### config.mk
export PLATFORM = sky130hd
export DESIGN_NAME = fml_block
export DESIGN_NICKNAME = d
export VERILOG_FILES = /design/src/rtl/fml_pkg.sv /design/src/rtl/fml_block.sv
export VERILOG_INCLUDE_DIRS = /design/src /design/src/rtl
export SDC_FILE = /design/constraint.sdc
export NUM_CORES = 1
export LEC_CHECK = 0
export ABC_AREA = 1
export BUFFER_PORTS_ARGS = -buffer_cell sky130_fd_sc_hd__buf_2
export CORE_UTILIZATION = 57
export DETAILED_ROUTE_END_ITERATION = 8
export PLACE_DENSITY = 0.79
export SYNTH_ARGS = -nofsm -noshare
export SYNTH_HDL_FRONTEND = slang
export SYNTH_SLANG_ARGS = --single-unit
### constraint.sdc
create_clock -name mclk -period 2 [get_ports mclk]
set_input_delay 0.2 -clock mclk [delete_from_list [all_inputs] [get_ports mclk]]
set_output_delay 0.2 -clock mclk [all_outputs]
set_load 0.01 [all_outputs]
### src/rtl/fml_params.svh
/*
 * Register offsets, reset values and timing figures for the fault
 * interrupt mask and latch block.
 * Assumes inclusion by bare name from the block and the bench.
 */
`ifndef FML_PARAMS_SVH
`define FML_PARAMS_SVH

// =====================================================================
// register offsets
`define FML_OFS_SYS_MASK 8'h29
`define FML_OFS_CH_MASK 8'h2A
`define FML_OFS_TYPE_MASK 8'h2B
`define FML_OFS_SYS_LATCH 8'h2C

// =====================================================================
// reset values
`define FML_RST_SYS_MASK 8'hFF
`define FML_RST_CH_MASK 8'h03
`define FML_RST_TYPE_MASK 8'h00
`define FML_RST_SYS_LATCH 4'h0

// =====================================================================
// field positions: event causes sit in bits 7..4 of their registers
`define FML_EVT_MSB 7
`define FML_EVT_LSB 4

// =====================================================================
// timing: pulse width and repeat period in microseconds, clock in MHz
`define FML_CLK_MHZ 25
`define FML_IRQ_PULSE_US 2000
`define FML_IRQ_PERIOD_US 4000

// =====================================================================
// interrupt event modes
`define FML_MODE_LEVEL 2'h0
`define FML_MODE_REPEAT 2'h2
`define FML_MODE_SINGLE 2'h3

`endif

### src/rtl/fml_pkg.sv
/*
 * Types of the fault interrupt mask and latch block.
 * Assumes nothing of its surroundings.
 */
package fml_pkg;

    // =================================================================
    // interrupt pulse generator states, one-hot
    typedef enum logic [2:0] {
        FML_IDLE = 3'h1,
        FML_HIGH = 3'h2,
        FML_LOW = 3'h4
    } fml_irq_state_type;

endpackage

### src/rtl/fml_block.sv
/*
 * Interrupt masks, system event latch and interrupt pin driver.
 * Assumes the control port decoder delivers one-cycle read and write
 * strobes on mclk, the option bits come from a neighbouring register
 * on mclk, and the live event levels arrive from analog monitors.
 */
`timescale 1ns/1ps
`default_nettype none
`include "fml_params.svh"

// Overview of operation
// - channel mask bits 7..4, reset zero
// - type mask bits 7,6 open and pair-short
// - type mask bits 5,4 short to ground
// - type mask bits 3,2 short to bias
// - type mask bits 1,0 battery; resets 0x00
// - latch bit 7 on audio-bus clock error
// - latch bit 6 on lock detected
// - latch bit 5 on over-temperature
// - latch bit 4 over-current; bits 3..0 zero
// - latch register read-only, resets to zero
// - system mask bits 7..4, reset masked
// - clear-on-read policy follows option bit
// - readback shows all or unmasked causes
// - interrupt level or 2 ms pulses, polarity
module fml_block #(
    parameter int PULSE_CYC = `FML_IRQ_PULSE_US * `FML_CLK_MHZ,
    parameter int PERIOD_CYC = `FML_IRQ_PERIOD_US * `FML_CLK_MHZ
) (
    input wire logic mclk,
    input wire logic rstn,
    input wire logic [7:0] reg_addr,
    input wire logic reg_wr,
    input wire logic reg_rd,
    input wire logic [7:0] reg_wdata,
    output logic [7:0] reg_rdata,
    input wire logic [3:0] sys_event_live,
    input wire logic [3:0] ch_fault_latched,
    input wire logic [7:0] fault_type_latched,
    input wire logic clear_on_read_option,
    input wire logic latch_readback_option,
    input wire logic irq_polarity,
    input wire logic [1:0] irq_event_mode,
    output logic irq_pin
);
    import fml_pkg::*;

    // =================================================================
    // register access decode
    logic [7:0] sys_mask_r;
    logic [7:0] ch_mask_r;
    logic [7:0] type_mask_r;
    logic [3:0] latch_r;
    logic [3:0] latch_nxt;
    logic [7:0] rdata_r;
    logic [7:0] rdata_nxt;
    logic [3:0] latch_view;

    wire wr_sys_mask = reg_wr && (reg_addr == `FML_OFS_SYS_MASK);
    wire wr_ch_mask = reg_wr && (reg_addr == `FML_OFS_CH_MASK);
    wire wr_type_mask = reg_wr && (reg_addr == `FML_OFS_TYPE_MASK);
    wire rd_latch = reg_rd && (reg_addr == `FML_OFS_SYS_LATCH);

    // mask registers: 1 masks, 0 unmasks
    always_ff @(posedge mclk or negedge rstn)
    begin
        if (!rstn)
        begin
            sys_mask_r <= `FML_RST_SYS_MASK;
            ch_mask_r <= `FML_RST_CH_MASK;
            type_mask_r <= `FML_RST_TYPE_MASK;
        end
        else
        begin
            if (wr_sys_mask)
                sys_mask_r <= reg_wdata;
            if (wr_ch_mask)
                ch_mask_r <= reg_wdata;
            if (wr_type_mask)
                type_mask_r <= reg_wdata;
        end
    end

    // readback: all causes or unmasked only; low nibble reads zero
    assign latch_view = latch_readback_option ?
        (latch_r & ~sys_mask_r[`FML_EVT_MSB:`FML_EVT_LSB]) : latch_r;
    always_comb
    begin
        rdata_nxt = rdata_r;
        if (reg_rd)
        begin
            unique case (reg_addr)
                `FML_OFS_SYS_MASK: rdata_nxt = sys_mask_r;
                `FML_OFS_CH_MASK: rdata_nxt = ch_mask_r;
                `FML_OFS_TYPE_MASK: rdata_nxt = type_mask_r;
                `FML_OFS_SYS_LATCH: rdata_nxt = {latch_view, 4'h0};
                default: rdata_nxt = 8'h00;
            endcase
        end
    end

    // read data holds until the next read
    always_ff @(posedge mclk or negedge rstn)
    begin
        if (!rstn)
            rdata_r <= 8'h00;
        else
            rdata_r <= rdata_nxt;
    end
    assign reg_rdata = rdata_r;

    // =================================================================
    // live event synchronisers and edge detect
    // bit 3 clock error, 2 lock, 1 over-temperature, 0 over-current
    logic [3:0] live_meta_r;
    logic [3:0] live_r;
    logic [3:0] live_prev_r;
    logic [3:0] rise;
    logic [3:0] clr;

    always_ff @(posedge mclk or negedge rstn)
    begin
        if (!rstn)
        begin
            live_meta_r <= 4'h0;
            live_r <= 4'h0;
            live_prev_r <= 4'h0;
        end
        else
        begin
            live_meta_r <= sys_event_live;
            live_r <= live_meta_r;
            live_prev_r <= live_r;
        end
    end

    // =================================================================
    // latch: set on rising edge, set wins over read clear
    assign rise = live_r & ~live_prev_r;
    assign clr = !rd_latch ? 4'h0 :
        (clear_on_read_option ? 4'hF : ~live_r);
    assign latch_nxt = (latch_r & ~clr) | rise;

    // latch is only touched by events and reads, never by writes
    always_ff @(posedge mclk or negedge rstn)
    begin
        if (!rstn)
            latch_r <= `FML_RST_SYS_LATCH;
        else
            latch_r <= latch_nxt;
    end

    // =================================================================
    // interrupt source: any unmasked latched cause
    wire sys_pend = |(latch_r & ~sys_mask_r[`FML_EVT_MSB:`FML_EVT_LSB]);
    wire ch_pend = |(ch_fault_latched & ~ch_mask_r[`FML_EVT_MSB:`FML_EVT_LSB]);
    wire type_pend = |(fault_type_latched & ~type_mask_r);
    wire any_pend = sys_pend || ch_pend || type_pend;

    // =================================================================
    // interrupt pulse generator
    fml_irq_state_type state_r;
    fml_irq_state_type state_nxt;
    logic [16:0] cnt_r;
    logic [16:0] cnt_nxt;
    logic pend_prev_r;
    logic active;
    logic irq_r;

    wire mode_rep = (irq_event_mode == `FML_MODE_REPEAT);
    wire mode_one = (irq_event_mode == `FML_MODE_SINGLE);
    wire pend_rise = any_pend && !pend_prev_r;
    wire hi_done = (cnt_r == 17'(PULSE_CYC - 1));
    wire lo_done = (cnt_r == 17'(PERIOD_CYC - PULSE_CYC - 1));

    // state walk for repeating and single pulses
    always_comb
    begin
        state_nxt = state_r;
        cnt_nxt = cnt_r + 17'h00001;
        unique case (state_r)
            FML_IDLE:
            begin
                cnt_nxt = 17'h00000;
                if ((mode_rep && any_pend) || (mode_one && pend_rise))
                    state_nxt = FML_HIGH;
            end
            FML_HIGH:
            begin
                if (hi_done)
                begin
                    cnt_nxt = 17'h00000;
                    state_nxt = mode_rep ? FML_LOW : FML_IDLE;
                end
            end
            FML_LOW:
            begin
                if (lo_done || !mode_rep)
                begin
                    cnt_nxt = 17'h00000;
                    state_nxt = (mode_rep && any_pend) ? FML_HIGH : FML_IDLE;
                end
            end
        endcase
    end

    // level mode follows the source, pulse modes follow the state
    assign active = (mode_rep || mode_one) ? (state_nxt == FML_HIGH) : any_pend;

    // state, counter and pin, pin idles high for active-low default
    always_ff @(posedge mclk or negedge rstn)
    begin
        if (!rstn)
        begin
            state_r <= FML_IDLE;
            cnt_r <= 17'h00000;
            pend_prev_r <= 1'b0;
            irq_r <= 1'b1;
        end
        else
        begin
            state_r <= state_nxt;
            cnt_r <= cnt_nxt;
            pend_prev_r <= any_pend;
            irq_r <= irq_polarity ? active : !active;
        end
    end
    assign irq_pin = irq_r;
endmodule
`default_nettype wire

==> reports/metrics.yaml <==
flow_run:
  cap_violations: 0
global_routing:
  overflow: 0
  grt_pass1_wl_um: 12300
  antenna_found_initial: 0
  grt_pass1_vias: 2751
  track_usage: 0.254
  grt_max_degree: 71
floorplan:
  coreArea_sq_um: 5920
  die_w_um: 80.2
  start_util: 0.589
  rows: 28
  dieHeight_um: 80.2
  fp.dieArea_sq_um: 6440
  ios: 50
clock_network:
  path_clk_slew_ns: 0.08
  htreeDepth: 3
  post_cts_resized: 0
  insertion_delay_ns: 0.33
  post-cts-setup-buffers: 0
  cts_tree: "done"
  hold_buffers: 5
  clockRootBuffer: "clkbuf_8"
  cts_sinks: 70
  clockBufferDepth: 2
  numCtsBuffers: 9
synth:
  yosysTopAreaCellShare: 0.416
  ys_warn_count: 0
  synth.largest_area_cell: "dfrtp_1"
  synthCells: 415
  synth_fp_nets: 457
  synth-seq-area-share: 0.506
  synthTopCellsByArea: "dfrtp_1 (42%), nand2_1 (11%), dfstp_2 (9.0%)"
  ys_ff_latch: 70
  yosysUniqueCellTypes: 39
  netlist_area_sq_um: 3490
  syn_avg_cell_area_sq_um: 8.41
sta:
  rsz0062_at_grt: "no"
  relSlewSlack: 0.607
  max_freq_mhz: 562
  finalHoldViolCount: 0
  finalSetupViolCount: 0
  fin_setup_tns_ns: 0
  worst_pin_slew_ns: 0.588
  report.final.slew_viol_count: 0
  finalCritPeriodShare: 0.890
  clock_skew_ns: 0.00812
  period_needed_ns: 1.78
routing:
  drtIter0Drc: 179
  vias: 2825
  via_per_inst: 5.07
  drc: 0
  wl_um: 7300
  firstDrtPassIters: 4
  ant_nets: 0
  routedWlPerCell_um: 13.1
placed_design:
  portBuffers: 49
  hpwl_um: 5390
  gp_congestion: 0.890
layout:
  area_delta_synth_final_pct: 16.7
  final_common_cell: "nand2_1"
  utilization: 0.688
  layout_common_cells: "nand2_1 (102), inv_1 (63), dfrtp_1 (58)"
  drive_gt1_frac: 0.276
  diodes: 0
  nets: 519
critical_path:
  path_cells: "ha_1, nand2_2, nor2_4, nand3_2, nor3_2, nand3_2, nor2_2, nand3_2, o21ai_1, a21oi_1"
  critPathKind: "register to register"
  cp_slowest_stage_delay_ns: 0.37
  crit_path_top_delay_cell: "dfrtp_1"
  worstPathRequired_ns: 2.22
  worst_setup_path_start_kind: "register"
  reg2reg_depth: 10
  cp_max_fo: 4
  worst_path_most_repeated_cell: "nand3_2"
  critPathArrivalTime_ns: 2.00
  end_kind: "register"
status:
  status: "completed"
pwr:
  p_total_w: 0.00327
  p_leak_nw: 2.00
  ir_drop_mv: 0.542
  power_density_nw_per_um2: 803
worst_hold_path:
  hp-class: "input pin to register"
  whs_path_depth: 3
-- per-stage QoR --
| stage | cell area (sq um) | setup WS [ns] | hold WS [ns] | cells |
|---|---|---|---|---|
| 4_1_cts | 4070 | 0.223 | 0.0541 | 557 |
| 3_3_place_gp | 3820 | 0.331 | 0.247 | 536 |
| 2_1_floorplan | 3490 | 0.440 | -0.0956 | 415 |
| 3_5_place_dp | 3820 | 0.233 | 0.253 | 536 |
| 6_report | 4070 | 0.221 | 0.0612 | 557 |
| 5_1_grt | 4070 | 0.0702 | 0.0778 | 557 |
-- where the power goes --
part	leakage, nW	internal, W	switching [W]	total (W)
logic	1.04	0.000191	0.000317	0.000508
registers	0.866	0.00154	0.0000829	0.00162
clock network	0.0955	0.000610	0.000532	0.00114
-- synth_stat cells --
master and count:
nand2_1 102, inv_1 63, dfrtp_1 58, o21ai_0 43, nor2_1 29, dfstp_2 12, a21oi_1 10, nand2_2 9
inv_2 8, o21ai_2 8, nand3_1 7, nand3_2 6, nor3_1 6, nor2_4 5, nor2_2 4, o221ai_1 4
o22ai_1 4, buf_2 3, clkinv_2 3, nand4_1 3, nor3b_2 3, a221oi_2 2, a31oi_1 2, buf_6 2
nor3_2 2, nor4_1 2, o21ai_1 2, xor2_1 2, a211oi_1 1, and2_1 1, clkbuf_1 1, clkinv_1 1
ha_1 1, nand2_4 1, nand3_4 1, nand4_2 1, o21a_1 1, or2_1 1, or2_2 1
-- metal layers --
layer	track usage	routed length [um]
met4	0.109	95
met1	0.309	3230
met3	0.0511	358
met5	0	0
met2	0.435	3610
-- worst max-delay path, delay by kind of cell (launching register included) --
kind	cells	cell delay (ns)
simple gates	7	0.93
flops	1	0.37
fa+ha+maj	1	0.19
compound gates	2	0.17
-- sequential cells by signal (all words and copies together), names as in the netlist --
| name | cells |
|---|---|
| pend_prev_r | 1 |
| sys_mask_r | 8 |
| cnt_r | 17 |
| live_prev_r | 4 |
| type_mask_r | 8 |
| latch_r | 4 |
| live_r | 4 |
| state_r | 3 |
| irq_pin | 1 |
| ch_mask_r | 8 |
| reg_rdata | 8 |
| live_meta_r | 4 |
-- worst paths after layout --
check                                    startpoint                   endpoint  slack (ns)
hold reg to reg            live_meta_r[0]$_DFF_PN0_        live_r[0]$_DFF_PN0_        0.35
max in group asynchronous                      rstn  sys_mask_r[5]$_DFFE_PN1P_        1.25
setup / recovery                 cnt_r[0]$_DFF_PN0_        cnt_r[16]$_DFF_PN0_        0.22
min in group asynchronous                      rstn   reg_rdata[4]$_DFFE_PN0P_        0.38
hold / removal                         irq_polarity          irq_pin$_DFF_PN1_        0.06
setup reg to reg                 cnt_r[0]$_DFF_PN0_        cnt_r[16]$_DFF_PN0_        0.22
-- kinds of logic after synthesis --
logic type / after synthesis / synth area share
xor+xnor: 2 / 0.00502
compound gates: 77 / 0.133
simple gates: 184 / 0.259
buf+inv: 81 / 0.0936
fa+ha+maj: 1 / 0.00358
flops: 70 / 0.506
-- area by class of cell --
cell class	instances	area (sq um)
inverters	75	285
repair buffers	57	330
flip-flops and latches	70	1770
clock inverters	5	58.8
multi-input cells	264	1400
well taps	75	93.8
clock buffers	11	141
fillers	496	1850
No activity file was read; power rests on OpenSTA's default activity.
